===== config.mk =====
export PLATFORM = sky130hd
export DESIGN_NAME = acc_conv_ctrl
export DESIGN_NICKNAME = d
export VERILOG_FILES = /design/src/design/acc_pkg.sv /design/src/design/acc_conv_ctrl.sv
export VERILOG_INCLUDE_DIRS = /design/src /design/src/design
export SDC_FILE = /design/constraint.sdc
export NUM_CORES = 1
export LEC_CHECK = 0
export BUFFER_PORTS_ARGS = -buffer_cell sky130_fd_sc_hd__buf_2
export CORE_ASPECT_RATIO = 0.6
export CORE_MARGIN = 2
export CORE_UTILIZATION = 55
export CTS_CLUSTER_SIZE = 16
export DETAILED_ROUTE_END_ITERATION = 8
export GPL_TIMING_DRIVEN = 1
export PLACE_DENSITY = 0.73
export SETUP_SLACK_MARGIN = 0.5
export SYNTH_ARGS = -nofsm -noshare
export SYNTH_HDL_FRONTEND = slang
export SYNTH_SLANG_ARGS = --single-unit

===== constraint.sdc =====
create_clock -name mclk -period 3.1 [get_ports mclk]
set_input_delay 0.62 -clock mclk [delete_from_list [all_inputs] [get_ports mclk]]
set_output_delay 0.62 -clock mclk [all_outputs]
set_load 0.05 [all_outputs]

===== src/design/acc_params.svh =====
// register offsets, field positions, reset values and timing counts
// for the converter control block; included by the design, checker and bench
`ifndef ACC_PARAMS_SVH
`define ACC_PARAMS_SVH

`define ACC_OFF_RES_LOW     8'hBE
`define ACC_OFF_RES_HIGH    8'hBF
`define ACC_OFF_UPPER_LOW   8'hC4
`define ACC_OFF_UPPER_HIGH  8'hC5
`define ACC_OFF_LOWER_LOW   8'hC6
`define ACC_OFF_LOWER_HIGH  8'hC7
`define ACC_OFF_CONTROL     8'hE8
`define ACC_OFF_CLKDIV      8'hBC

`define ACC_BIT_ON          7
`define ACC_BIT_TRACK       6
`define ACC_BIT_DONE        5
`define ACC_BIT_ACTIVE      4
`define ACC_BIT_SRC_HI      3
`define ACC_BIT_SRC_LO      2
`define ACC_BIT_HIT         1
`define ACC_BIT_LEFT        0

`define ACC_RST_CONTROL     8'h00
`define ACC_RST_LIMIT_BYTE  8'hFF
`define ACC_RST_LOWER_BYTE  8'h00
`define ACC_RST_CLKDIV      8'h27

`define ACC_TRACK_CLKS      3
`define ACC_CONV_CLKS       16

`endif


===== src/design/acc_pkg.sv =====
// types shared by the converter control block
// assumes acc_params.svh is on the include path
package acc_pkg;
    typedef enum logic [1:0] {
        ACC_SRC_SOFT   = 2'b00,
        ACC_SRC_TIMERB = 2'b01,
        ACC_SRC_STROBE = 2'b10,
        ACC_SRC_TIMERA = 2'b11
    } acc_src_t;

    typedef enum logic [1:0] {
        ACC_IDLE  = 2'b00,
        ACC_TRACK = 2'b01,
        ACC_CONV  = 2'b10
    } acc_state_t;
endpackage : acc_pkg


===== src/design/acc_conv_ctrl.sv =====
// control logic around a 12-bit successive-approximation converter
// assumes an 8-bit register port with one-cycle read/write strobes,
// and an analog core that samples on sampleHold and reports the code
// in analogCode at the end of the sixteenth converter clock
//
// Function
// enable bit powers converter; when clear no conversions happen.
// track mode 0 tracks continuously except during conversion.
// done flag sets on busy falling edge, held until software clears.
// source 00: writing 1 to busy starts conversion; 0 ignored.
// delayed mode with software start tracks 3 converter clocks first.
// source 01: timer B overflow starts; delayed mode tracks 3 clocks.
// source 10: strobe rising edge starts; tracks while strobe low.
// source 11: timer A overflow starts; delayed mode tracks 3 clocks.
// alignment bit selects right (0) or left (1) justification.
// result is 12 bits across high and low result registers.
// conversion lasts 16 converter clocks after tracking ends.
// window compare runs automatically after each conversion.
// each 16-bit limit has separately writable high and low bytes.
// window hit flag readable and drives an interrupt request.
// hit means inside or outside window depending on limit order.
// upper limit low byte resets to all ones.
// lower above upper: hit only strictly between the limits.
// busy bit reads 1 throughout conversion, else 0; code also reads 1 during delayed-mode tracking.
// software clears hit flag by writing 0; hardware never clears.
`include "acc_params.svh"
`timescale 1ns/10ps
`default_nettype none

module acc_conv_ctrl
    import acc_pkg::*;
#(
    parameter int RES_W = 12
) (
    input  wire logic             mclk,
    input  wire logic             rst,
    input  wire logic [7:0]       regAddr,
    input  wire logic [7:0]       regWdata,
    input  wire logic             regWrite,
    input  wire logic             regRead,
    output logic      [7:0]       regRdata,
    input  wire logic             timerAOvf,
    input  wire logic             timerBOvf,
    input  wire logic             extConvertStrobe,
    input  wire logic [RES_W-1:0] analogCode,
    output logic                  converterPowered,
    output logic                  sampleHold,
    output logic                  convDoneIrq,
    output logic                  windowHitIrq
);

    // registers
    logic             converterOn_reg;
    logic             trackSelect_reg;
    logic             convDoneFlag_reg;
    logic [1:0]       startSourceSel_reg;
    logic             windowHitFlag_reg;
    logic             leftAlignSel_reg;
    logic [7:0]       upperLow_reg;
    logic [7:0]       upperHigh_reg;
    logic [7:0]       lowerLow_reg;
    logic [7:0]       lowerHigh_reg;
    logic [7:0]       clkDiv_reg;
    logic [RES_W-1:0] result_reg;
    logic [7:0]       divCnt_reg;
    logic [4:0]       phaseCnt_reg;
    logic             strobePrev_reg;
    acc_state_t       state_reg;

    logic             sarTick;
    logic             ctrlWrite;
    logic             softStart;
    logic             startReq;
    logic             convEnd;
    logic             hitNow;
    logic [15:0]      resAligned;
    logic [15:0]      upperWord;
    logic [15:0]      lowerWord;
    acc_src_t         src;

    // window test: limit order picks inside or outside sense
    function automatic logic win_hit(input logic [15:0] v,
                                     input logic [15:0] gt,
                                     input logic [15:0] lt);
        if (lt > gt) begin
            win_hit = (v > gt) && (v < lt);
        end else begin
            win_hit = (v > gt) || (v < lt);
        end
    endfunction : win_hit

    assign src       = acc_src_t'(startSourceSel_reg);
    assign ctrlWrite = regWrite && (regAddr == `ACC_OFF_CONTROL);
    assign upperWord = {upperHigh_reg, upperLow_reg};
    assign lowerWord = {lowerHigh_reg, lowerLow_reg};

    // software start only on a 1 written to the busy bit
    assign softStart = ctrlWrite && regWdata[`ACC_BIT_ACTIVE];

    // start source mux; starts are ignored while a conversion runs
    always_comb begin
        unique case (src)
            ACC_SRC_SOFT:   startReq = softStart;
            ACC_SRC_TIMERB: startReq = timerBOvf;
            ACC_SRC_STROBE: startReq = extConvertStrobe &&
                                       !strobePrev_reg;
            ACC_SRC_TIMERA: startReq = timerAOvf;
        endcase
    end

    // converter clock enable; divider held while converter is off
    assign sarTick = converterOn_reg && (divCnt_reg == 8'h00);

    always_ff @(posedge mclk) begin
        if (rst || !converterOn_reg || divCnt_reg == 8'h00) begin
            divCnt_reg <= clkDiv_reg;
        end else begin
            divCnt_reg <= divCnt_reg - 8'h01;
        end
    end

    always_ff @(posedge mclk) begin
        if (rst) begin
            strobePrev_reg <= 1'b0;
        end else begin
            strobePrev_reg <= extConvertStrobe;
        end
    end

    assign convEnd = (state_reg == ACC_CONV) && sarTick &&
                     (phaseCnt_reg == 5'(`ACC_CONV_CLKS - 1));

    // conversion sequencer
    always_ff @(posedge mclk) begin
        if (rst || !converterOn_reg) begin
            state_reg    <= ACC_IDLE;
            phaseCnt_reg <= 5'h00;
        end else begin
            unique case (state_reg)
                ACC_IDLE: begin
                    phaseCnt_reg <= 5'h00;
                    if (startReq) begin
                        // strobe mode tracked while low already
                        if (trackSelect_reg && src != ACC_SRC_STROBE) begin
                            state_reg <= ACC_TRACK;
                        end else begin
                            state_reg <= ACC_CONV;
                        end
                    end
                end
                ACC_TRACK: begin
                    if (sarTick) begin
                        if (phaseCnt_reg == 5'(`ACC_TRACK_CLKS - 1)) begin
                            state_reg    <= ACC_CONV;
                            phaseCnt_reg <= 5'h00;
                        end else begin
                            phaseCnt_reg <= phaseCnt_reg + 5'h01;
                        end
                    end
                end
                ACC_CONV: begin
                    if (convEnd) begin
                        state_reg    <= ACC_IDLE;
                        phaseCnt_reg <= 5'h00;
                    end else if (sarTick) begin
                        phaseCnt_reg <= phaseCnt_reg + 5'h01;
                    end
                end
                default: begin
                    state_reg    <= ACC_IDLE;
                    phaseCnt_reg <= 5'h00;
                end
            endcase
        end
    end

    // track/hold control to the analog core
    always_comb begin
        if (!converterOn_reg || state_reg == ACC_CONV) begin
            sampleHold = 1'b0;
        end else if (!trackSelect_reg) begin
            sampleHold = 1'b1;
        end else if (src == ACC_SRC_STROBE) begin
            sampleHold = !extConvertStrobe;
        end else begin
            sampleHold = (state_reg == ACC_TRACK);
        end
    end

    // result capture at the end of the conversion
    always_ff @(posedge mclk) begin
        if (rst) begin
            result_reg <= '0;
        end else if (convEnd) begin
            result_reg <= analogCode;
        end
    end

    // alignment of the 12-bit code into the 16-bit register pair
    assign resAligned = leftAlignSel_reg ?
                        {result_reg, {(16 - RES_W){1'b0}}} :
                        {{(16 - RES_W){1'b0}}, result_reg};

    // compare the fresh code, aligned as the limits are
    assign hitNow = win_hit(leftAlignSel_reg ?
                            {analogCode, {(16 - RES_W){1'b0}}} :
                            {{(16 - RES_W){1'b0}}, analogCode},
                            upperWord, lowerWord);

    // control register; hardware sets win over software clears
    always_ff @(posedge mclk) begin
        if (rst) begin
            converterOn_reg    <= 1'(`ACC_RST_CONTROL >> `ACC_BIT_ON);
            trackSelect_reg    <= 1'b0;
            convDoneFlag_reg   <= 1'b0;
            startSourceSel_reg <= 2'b00;
            windowHitFlag_reg  <= 1'b0;
            leftAlignSel_reg   <= 1'b0;
        end else begin
            if (ctrlWrite) begin
                converterOn_reg    <= regWdata[`ACC_BIT_ON];
                trackSelect_reg    <= regWdata[`ACC_BIT_TRACK];
                startSourceSel_reg <= regWdata[`ACC_BIT_SRC_HI:
                                               `ACC_BIT_SRC_LO];
                leftAlignSel_reg   <= regWdata[`ACC_BIT_LEFT];
            end
            if (convEnd) begin
                convDoneFlag_reg <= 1'b1;
            end else if (ctrlWrite) begin
                convDoneFlag_reg <= regWdata[`ACC_BIT_DONE];
            end
            if (convEnd && hitNow) begin
                windowHitFlag_reg <= 1'b1;
            end else if (ctrlWrite) begin
                windowHitFlag_reg <= regWdata[`ACC_BIT_HIT];
            end
        end
    end

    // limit bytes and clock divider, each written on its own
    always_ff @(posedge mclk) begin
        if (rst) begin
            upperLow_reg  <= `ACC_RST_LIMIT_BYTE;
            upperHigh_reg <= `ACC_RST_LIMIT_BYTE;
            lowerLow_reg  <= `ACC_RST_LOWER_BYTE;
            lowerHigh_reg <= `ACC_RST_LOWER_BYTE;
            clkDiv_reg    <= `ACC_RST_CLKDIV;
        end else if (regWrite) begin
            unique case (regAddr)
                `ACC_OFF_UPPER_LOW:  upperLow_reg  <= regWdata;
                `ACC_OFF_UPPER_HIGH: upperHigh_reg <= regWdata;
                `ACC_OFF_LOWER_LOW:  lowerLow_reg  <= regWdata;
                `ACC_OFF_LOWER_HIGH: lowerHigh_reg <= regWdata;
                `ACC_OFF_CLKDIV:     clkDiv_reg    <= regWdata;
                default: begin
                end
            endcase
        end
    end

    // registered read data; unmapped addresses read zero
    always_ff @(posedge mclk) begin
        if (rst) begin
            regRdata <= 8'h00;
        end else if (regRead) begin
            unique case (regAddr)
                `ACC_OFF_CONTROL: regRdata <= {converterOn_reg,
                                               trackSelect_reg,
                                               convDoneFlag_reg,
                                               state_reg != ACC_IDLE,
                                               startSourceSel_reg,
                                               windowHitFlag_reg,
                                               leftAlignSel_reg};
                `ACC_OFF_RES_LOW:    regRdata <= resAligned[7:0];
                `ACC_OFF_RES_HIGH:   regRdata <= resAligned[15:8];
                `ACC_OFF_UPPER_LOW:  regRdata <= upperLow_reg;
                `ACC_OFF_UPPER_HIGH: regRdata <= upperHigh_reg;
                `ACC_OFF_LOWER_LOW:  regRdata <= lowerLow_reg;
                `ACC_OFF_LOWER_HIGH: regRdata <= lowerHigh_reg;
                `ACC_OFF_CLKDIV:     regRdata <= clkDiv_reg;
                default:             regRdata <= 8'h00;
            endcase
        end
    end

    assign converterPowered = converterOn_reg;
    assign convDoneIrq      = convDoneFlag_reg;
    assign windowHitIrq     = windowHitFlag_reg;

endmodule : acc_conv_ctrl

`default_nettype wire


After elaboration in Yosys (flattened, before gate mapping)
Index checks and enable logic that the tools add are counted.
{"block": "totals", "ff_bits": 83}
{"block": "op_classes", "addsub": 2, "magnitude_cmp": 3, "eq_ne": 21, "n_mux": 24, "reduce_logical": 29}
{"operator": "equality test 8 bit, second input constant", "count": 8}
{"operator": "case mux 8 bit (8 select lines)", "count": 1}
{"operator": "> comparator 16 bit", "count": 2}
{"operator": "2-to-1 mux 16 bit", "count": 2}
{"operator": "2-to-1 mux 5 bit", "count": 4}
{"operator": "< comparator 16 bit", "count": 1}
{"operator": "AND reduction 2 bit", "count": 6}
{"operator": "2-to-1 mux 2 bit", "count": 5}
{"operator": "!= test 2 bit, second input constant", "count": 5}
{"operator": "case mux 5 bit (2 select lines)", "count": 1}
{"operator": "logical AND 1 bit", "count": 9}
{"operator": "logical NOT 8 bit", "count": 1}
{"operator": "2-to-1 mux 1 bit", "count": 8}
{"operator": "2-to-1 mux 8 bit", "count": 1}
{"operator": "subtractor 8 x 1 -> 8 bit, second input constant", "count": 1}
{"operator": "equality test 2 bit, second input constant", "count": 3}
{"operator": "case mux 2 bit (3 select lines)", "count": 1}
{"operator": "nonzero test 2 bit", "count": 3}
{"operator": "adder 5 x 1 -> 5 bit, second input constant", "count": 1}
{"operator": "equality test 5 x 2 -> 1 bit, second input constant", "count": 1}
{"operator": "equality test 5 x 4 -> 1 bit, second input constant", "count": 1}
{"operator": "equality test 2 x 1 -> 1 bit, second input constant", "count": 2}
{"operator": "logical NOT 2 bit", "count": 2}
{"operator": "logical OR 1 bit", "count": 4}
{"operator": "4 further kinds", "count": 6}

Depth between registers and ports, before layout
Gate-level depths: netlist of the first run.
{"block": "logic_depth", "ltp_word": 6, "ltp_mapped": 12}

Worst setup path before layout of the first run
No wires, ideal clock.
{"block": "synth_path", "path_type": "register -> register", "start": "register leftAlignSel_reg", "end": "register windowHitFlag_reg, in the netlist windowHitIrq", "setup_ps": 95, "t_arrival_ps": 2747, "path_slack_ps": 257, "stages_incl_launch_ff": 12, "path_buffers": 3, "cell_sequence": "dfxtp_1 -> clkbuf_1 -> clkbuf_1 -> clkbuf_1 -> mux2_2 -> ha_1 -> a21o_1 -> a21o_1 -> a21oi_1 -> o21a_1 -> o221ai_1 -> a221oi_1"}
{"block": "synth_between", "elab_chain_len": 6, "elab_cells_between_ends": 9, "classes_between": "order compare (2); mux (3); reduce/logical (4)"}
{"element": "start: declaration", "line": "acc_conv_ctrl.sv:58", "text": "logic leftAlignSel_reg;"}
{"element": "start signal: assignment", "line": "acc_conv_ctrl.sv:225", "text": "leftAlignSel_reg <= regWdata[`ACC_BIT_LEFT];"}
{"element": "2-to-1 mux 16 bit *", "line": "acc_conv_ctrl.sv:205", "text": "assign hitNow = win_hit(leftAlignSel_reg ?"}
{"element": "> comparator 16 bit / < comparator 16 bit (equally long branches)", "line": "acc_conv_ctrl.sv:86, acc_conv_ctrl.sv:88"}
{"element": "logical OR 1 bit / logical AND 1 bit (equally long branches)", "line": "acc_conv_ctrl.sv:88, acc_conv_ctrl.sv:86"}
{"element": "2-to-1 mux 1 bit *", "line": "acc_conv_ctrl.sv:85", "text": "if (lt > gt) begin"}
{"element": "logical AND 1 bit *", "line": "acc_conv_ctrl.sv:232", "text": "if (convEnd && hitNow) begin"}
{"element": "2-to-1 mux 1 bit / nonzero test 2 bit (equally long branches)"}
{"element": "end signal: assignment", "line": "acc_conv_ctrl.sv:235", "text": "windowHitFlag_reg <= regWdata[`ACC_BIT_HIT];"}
{"element": "end: declaration", "line": "acc_conv_ctrl.sv:57", "text": "logic windowHitFlag_reg;"}
Mark *: on every way between the ends. The rest lies on a longest branch, timed or not.
A chain may end at the register's enable or synchronous reset.

Worst setup path in the final report of the first run
Same ends and word-level chain as after synthesis.

==> flow_metrics.py, run 1 <==
metrics = {
    "global_routing": {
        "grt_pass1_wl_um": 24980,
        "antenna_found_initial": 0,
        "grt_start_max_net_pins": 69,
        "grt_pass1_vias": 4630,
        "grt.overflow.total": 0,
        "track_usage_pct": 32.54,
    },
    "floorplanning": {
        "core_um2": 9223,
        "die_h_um": 79.80,
        "initial_utilization_pct": 57.10,
        "placementRows": 27,
        "die_x_um": 130.3,
        "pin_count": 47,
        "die_area_um2": 10400,
    },
    "synth": {
        "yosysUniqueCellTypes": 59,
        "synthesis.area_um2": 5266,
        "ys.flop_type": "dfxtp_1",
        "avgSynthCellArea_um2": 8.052,
        "synth_edf_count": 0,
        "ys_seq_area_share_pct": 31.55,
        "ys_warn_count": 0,
        "async_flop_share_pct": 0,
        "syn-instance-count": 654,
        "synth_nets": 741,
        "ys_ff_latch": 83,
    },
    "worst_setup_path": {
        "rr_worst_depth": 8,
        "worstPathArrival_ns": 2.74,
        "endpoint_kind": "register",
        "path_max_fanout": 13,
        "crit_end": "windowHitIrq$_SDFFE_PP0P_",
        "rr_startpoint": "leftAlignSel_reg$_SDFFE_PP0P_",
        "rrSetupSlack_ns": 0.56,
        "cp.required_ns": 3.29,
        "r2r_end": "windowHitIrq$_SDFFE_PP0P_",
        "critPathLaunch": "leftAlignSel_reg$_SDFFE_PP0P_",
        "start_kind": "register",
        "path_class": "reg -> reg",
    },
    "sta": {
        "fmax_mhz": 393.2,
        "tightest_slew_ns": 0.7369,
        "maxSlewViolCount": 0,
        "finalHoldViolCount": 0,
        "setup_violations": 0,
        "finalClockSkew_ns": 0.004042,
        "tns_ns": 0,
        "finalCritPeriodShare_pct": 82.04,
        "post-route-min-period_ns": 2.543,
        "maxSlewHeadroom_pct": 50.88,
        "rsz0062_at_grt": "false",
    },
    "clocking": {
        "clkLatencyLatePin_ns": 0.35,
        "cts_root_buf": "clkbuf_16",
        "post_cts_buffers": 0,
        "clock_sinks": 83,
        "htreeDepth": 3,
        "cts-buffers-inserted": 9,
        "clkTransAtPathRegs_ns": 0.06,
        "cts_hold_buf": 0,
        "clockBufferDepth": 2,
        "cts_tree": "built",
    },
    "finish": {
        "drive_above_1_share_pct": 14.74,
        "nNetsFinal": 774,
        "antennaDiodeCount": 0,
        "syn2layout_area_growth_pct": 12.19,
        "largest_reg_flops": 12,
        "fill_cells": 815,
        "finalNonFillerCells": 822,
        "multi_input_area_um2": 3291,
        "seqCellArea_um2": 1667,
    },
    "detailed_routing": {
        "vias_per_cell": 6.169,
        "drt-pass1-iter-count": 6,
        "drc_errors": 0,
        "finalWirelength_um": 16150,
        "antenna_left": 0,
        "vias": 5071,
        "routedWlPerCell_um": 19.64,
        "first_iter_violations": 495,
    },
    "placement": {
        "dp_hpwl_um": 12440,
        "dp_cells": 806,
        "portBuffers": 46,
        "gp_congestion": 0.9442,
    },
    "pwr": {
        "power_density_nw_per_um2": 379.2,
        "ir_drop_v": 0.0003765,
        "p_leak_uw": 0.002571,
    },
    "status": {
        "outcome": "finished, final reports clean",
    },
    "min_path": {
        "min_path_type": "reg -> reg",
    },
    "job": {
        "max_cap_violations": 0,
    },
}
final cells by class:
type / count / area share, %
inverter: 51 / 3.240
multi-input combinational: 485 / 55.70
tap: 130 / 2.753
sequential: 83 / 28.21
clock buffer: 9 / 3.812
clock inverter: 7 / 0.9953
timing repair buffer: 57 / 5.294
synthesized netlist by cell type, types with 4 or more instances:
cell type / instances / area [µm²]
nor2_1: 85 / 319.1
dfxtp_1: 83 / 1662
a21oi_1: 69 / 345.3
ha_1: 52 / 650.6
inv_1: 51 / 191.4
nand2_1: 45 / 168.9
nand3_1: 36 / 180.2
clkbuf_1: 26 / 97.59
a211o_1: 21 / 183.9
mux2i_1: 19 / 190.2
nor2b_1: 17 / 106.4
o21ai_0: 14 / 70.07
mux2_2: 12 / 135.1
a21o_1: 7 / 52.55
nor3b_1: 7 / 52.55
a31oi_1: 6 / 37.54
and2_1: 6 / 37.54
nand2b_1: 6 / 37.54
nand4_1: 6 / 37.54
nor3_1: 6 / 30.03
a22oi_1: 5 / 37.54
o211ai_1: 5 / 37.54
xnor2_1: 5 / 43.79
buf_2: 4 / 20.02
o221ai_1: 4 / 35.03
placed cells by master, fill, tap and decap left out, types with 3 or more instances in the layout:
master / count
nor2_1: 85
dfxtp_1: 81
a21oi_1: 67
ha_1: 52
inv_1: 51
buf_2: 46
nand2_1: 44
nand3_1: 36
a211o_1: 21
mux2i_1: 19
nor2b_1: 17
o21ai_0: 14
mux2_2: 12
buf_4: 11
clkbuf_16: 9
nor3b_1: 7
a21o_1: 7
nand2b_1: 6
a31oi_1: 6
nor3_1: 6
and2_1: 6
nand4_1: 6
a22oi_1: 5
o211ai_1: 5
xnor2_1: 5
o221ai_1: 4
o21a_1: 3
and3_1: 3
xor2_1: 3
a211oi_1: 3
inv_6: 3
power by group:
group	switching (µW)	internal [µW]
registers	1.90	1070
clock network	468	553
logic	97.6	52.5
kinds of logic (layout without fill, tap and decap cells):
group	count (synthesis)	after routing	share of synthesized area (%)
compound gates	156	156	19.17
xor+xnor	8	8	1.331
fa+ha+maj	52	52	12.35
buf+inv	86	124	6.510
flops	83	83	31.55
mux	32	32	6.605
simple gates	237	237	22.48
timing repair:
item                                    CTS  global route
cloned                                    0             0
gates resized for setup                   2             6
endpoints found under the setup margin    1             2
per-stage QoR:
stage / hold slack (ns) / power [µW] / worst slack, ns / instance area, µm² / utilization (%)
2_1_floorplan: 0.4292 / 1177 / 0.5586 / 5274 / -
3_3_place_gp: 0.4451 / 1234 / 0.5609 / 5600 / 60.72
3_5_place_dp: 0.4514 / 1239 / 0.4308 / 5600 / 60.72
4_1_cts: 0.4601 / 2248 / 0.5772 / 5889 / 63.86
5_1_grt: 0.4859 / 2312 / 0.5043 / 5908 / 64.06
6_report: 0.4649 / 2240 / 0.5568 / 5908 / 64.06
worst min-delay path by stage:
stage                                           start                          end  cells past startpoint
final                     result_reg[11]$_SDFFE_PP0P_  result_reg[11]$_SDFFE_PP0P_                      2
after global routing       result_reg[0]$_SDFFE_PP0P_   result_reg[0]$_SDFFE_PP0P_                      2
after CTS                 result_reg[11]$_SDFFE_PP0P_  result_reg[11]$_SDFFE_PP0P_                      2
after detailed placement  result_reg[11]$_SDFFE_PP0P_  result_reg[11]$_SDFFE_PP0P_                      2
after global placement     result_reg[8]$_SDFFE_PP0P_   result_reg[8]$_SDFFE_PP0P_                      2
after floorplan                 divCnt_reg[0]$_DFF_P_        divCnt_reg[0]$_DFF_P_                      1
metal layers:
| metal | track usage (%) | part of all wire, % | vias up |
|---|---|---|---|
| li1 | - | - | 2378 |
| met1 | 47.92 | 46 | 2377 |
| met2 | 44.14 | 39 | 275 |
| met3 | 12.13 | 13 | 41 |
| met4 | 8.172 | 2.1 | 0 |
| met5 | 0 | 0 | - |
critical path, stage by stage (launching register included):
cell and delay (ns):
dfxtp_4 0.43, mux2_2 0.38, ha_1 0.32, a211oi_1 0.33
nor2_1 0.10, o41ai_1 0.36, a21oi_1 0.14, o221ai_1 0.25
a221oi_2 0.09
(Power assumes the default switching activity.)
==> inputs of run 2 (changes only) <==
Clock period 3.1 ns to 2.61 ns, I/O delays scaled along.
==> flow_metrics.py, run 2 (synthesis gave the netlist of run 1 again) <==
metrics = {
    "worst_setup_path": {
        "cp.required_ns": 2.86,
        "path_max_fanout": 8,
        "endpoint_kind": "register",
        "start_kind": "register",
        "rrSetupSlack_ns": 0.35,
        "path_cells": "buf_6 > mux2_4 > ha_1 > nand4_1 > nor2_2 > buf_4 > o41ai_2 > a21oi_2 > o221ai_1 > a221oi_1",
        "worstPathArrival_ns": 2.52,
        "r2r_end": "windowHitIrq$_SDFFE_PP0P_",
        "path_class": "reg -> reg",
        "rr_worst_depth": 10,
        "rr_startpoint": "leftAlignSel_reg$_SDFFE_PP0P_",
        "max_stage_delay_ns": 0.43,
        "critPathSlowestCell": "dfxtp_4",
    },
    "clocking": {
        "htreeDepth": 3,
        "cts_tree": "built",
        "cts-buffers-inserted": 9,
        "clockBufferDepth": 2,
        "clkLatencyLatePin_ns": 0.34,
        "cts_hold_buf": 0,
        "cts_root_buf": "clkbuf_16",
        "clock_sinks": 83,
        "clkTransAtPathRegs_ns": 0.06,
    },
    "sta": {
        "setup_violations": 0,
        "rsz0062_at_grt": "true",
        "finalHoldViolCount": 0,
        "maxSlewViolCount": 0,
        "tightest_slew_ns": 0.7183,
        "fmax_mhz": 442.0,
        "tns_ns": 0,
        "post-route-min-period_ns": 2.262,
        "finalCritPeriodShare_pct": 86.68,
        "maxSlewHeadroom_pct": 52.11,
        "finalClockSkew_ns": 0.009146,
        "fin_ws_ns": 0.3477,
    },
    "finish": {
        "syn2layout_area_growth_pct": 24.00,
        "antennaDiodeCount": 0,
        "largest_reg_flops": 12,
        "fill_cells": 720,
        "utilization_pct": 70.80,
        "drive_above_1_share_pct": 25.21,
        "mostFrequentLayoutCells": "80 x nor2_1, 76 x dfxtp_1, 62 x a21oi_1, 47 x inv_1, 44 x buf_2",
        "finalNonFillerCells": 844,
        "final_common_cell": "nor2_1",
        "nNetsFinal": 796,
    },
    "detailed_routing": {
        "antenna_left": 0,
        "drt-pass1-iter-count": 8,
        "first_iter_violations": 609,
        "finalWirelength_um": 16310,
        "drc_errors": 0,
        "vias_per_cell": 6.148,
        "vias": 5189,
        "routedWlPerCell_um": 19.32,
    },
    "pwr": {
        "power_density_nw_per_um2": 428.6,
        "p_leak_uw": 0.002738,
        "ir_drop_v": 0.0003987,
    },
    "global_routing": {
        "grt.overflow.total": 0,
        "grt_pass1_wl_um": 24680,
        "antenna_found_initial": 0,
        "track_usage_pct": 31.58,
        "grt_start_max_net_pins": 69,
        "grt_pass1_vias": 4691,
    },
    "floorplanning": {
        "placementRows": 27,
        "die_area_um2": 10400,
        "die_x_um": 130.3,
        "die_h_um": 79.80,
        "initial_utilization_pct": 57.10,
        "core_um2": 9223,
        "pin_count": 47,
    },
    "min_path": {
        "min_path_cells": 3,
        "min_from": "extConvertStrobe",
        "min_path_type": "in -> reg",
        "hold_end": "strobePrev_reg$_SDFF_PP0_",
    },
    "job": {
        "max_cap_violations": 0,
    },
    "status": {
        "outcome": "finished, final reports clean",
    },
    "placement": {
        "dp_cells": 812,
        "portBuffers": 46,
        "gp_congestion": 0.9400,
        "dp_hpwl_um": 11730,
        "pre_cts_ws_ns": 0.1635,
    },
}
==> run 2: metrics by stage <==
| step | hold slack [ns] | area (µm²) | total power [µW] |
|---|---|---|---|
| after floorplan | 0.4165 | 5415 | 1404 |
| after global placement | 0.4306 | 5742 | 1482 |
| after detailed placement | 0.4384 | 5742 | 1487 |
| after CTS | 0.4268 | 6205 | 2795 |
| after global routing | 0.4368 | 6530 | 2869 |
| final | 0.4359 | 6530 | 2799 |
==> run 2: timing repair <==
action	4_1_cts	5_1_grt
pin swaps	9	24
resized for setup	25	53
endpoints found under the hold margin	0	0
setup endpoints to repair	19	31
buffers inserted	9	6
gates cloned	0	1
==> run 2: final cells by class <==
class / count / area, µm² / area share, %
Timing Repair Buffer: 79 / 548.0 / 8.392
Sequential cell: 83 / 1673 / 25.62
Multi-Input combinational cell: 485 / 3641 / 55.76
Tap cell: 130 / 162.7 / 2.491
Clock inverter: 5 / 61.31 / 0.9389
Clock buffer: 11 / 252.7 / 3.870
Inverter: 51 / 191.4 / 2.932
==> run 2: layer usage <==
layer | up-vias | share of wire, % | GRT usage (%)
li1 | 2424 | - | -
met1 | 2466 | 45 | 46.75
met2 | 277 | 42 | 44.82
met3 | 22 | 11 | 8.378
met4 | 0 | 1.3 | 8.495
met5 | - | 0 | 0
==> run 2: how the worst max path moves through the flow <==
stage,slack [ns],endpoint,start,cells after the start
finish,0.35,windowHitIrq$_SDFFE_PP0P_,leftAlignSel_reg$_SDFFE_PP0P_,10
global route,0.24,windowHitIrq$_SDFFE_PP0P_,leftAlignSel_reg$_SDFFE_PP0P_,10
CTS,0.35,windowHitIrq$_SDFFE_PP0P_,leftAlignSel_reg$_SDFFE_PP0P_,9
detailed placement,0.16,windowHitIrq$_SDFFE_PP0P_,analogCode[4],9
global placement,0.18,windowHitIrq$_SDFFE_PP0P_,analogCode[4],9
floorplan,0.31,windowHitIrq$_SDFFE_PP0P_,leftAlignSel_reg$_SDFFE_PP0P_,12
==> run 2: worst max-delay path: cells and delay by family, from the launching register on <==
family / cells / cell delay, ns
simple gates: 2 / 0.27
flops: 1 / 0.43
buf+inv: 2 / 0.29
fa+ha+maj: 1 / 0.28
compound gates: 4 / 0.56
mux: 1 / 0.34
==> run 2: power breakdown <==
part           internal, µW  total [µW]  switching [µW]  leakage, µW
Clock                   797        1320             528     0.000156
Combinational          74.4         205             130      0.00191
Sequential             1270        1270            2.17     0.000668
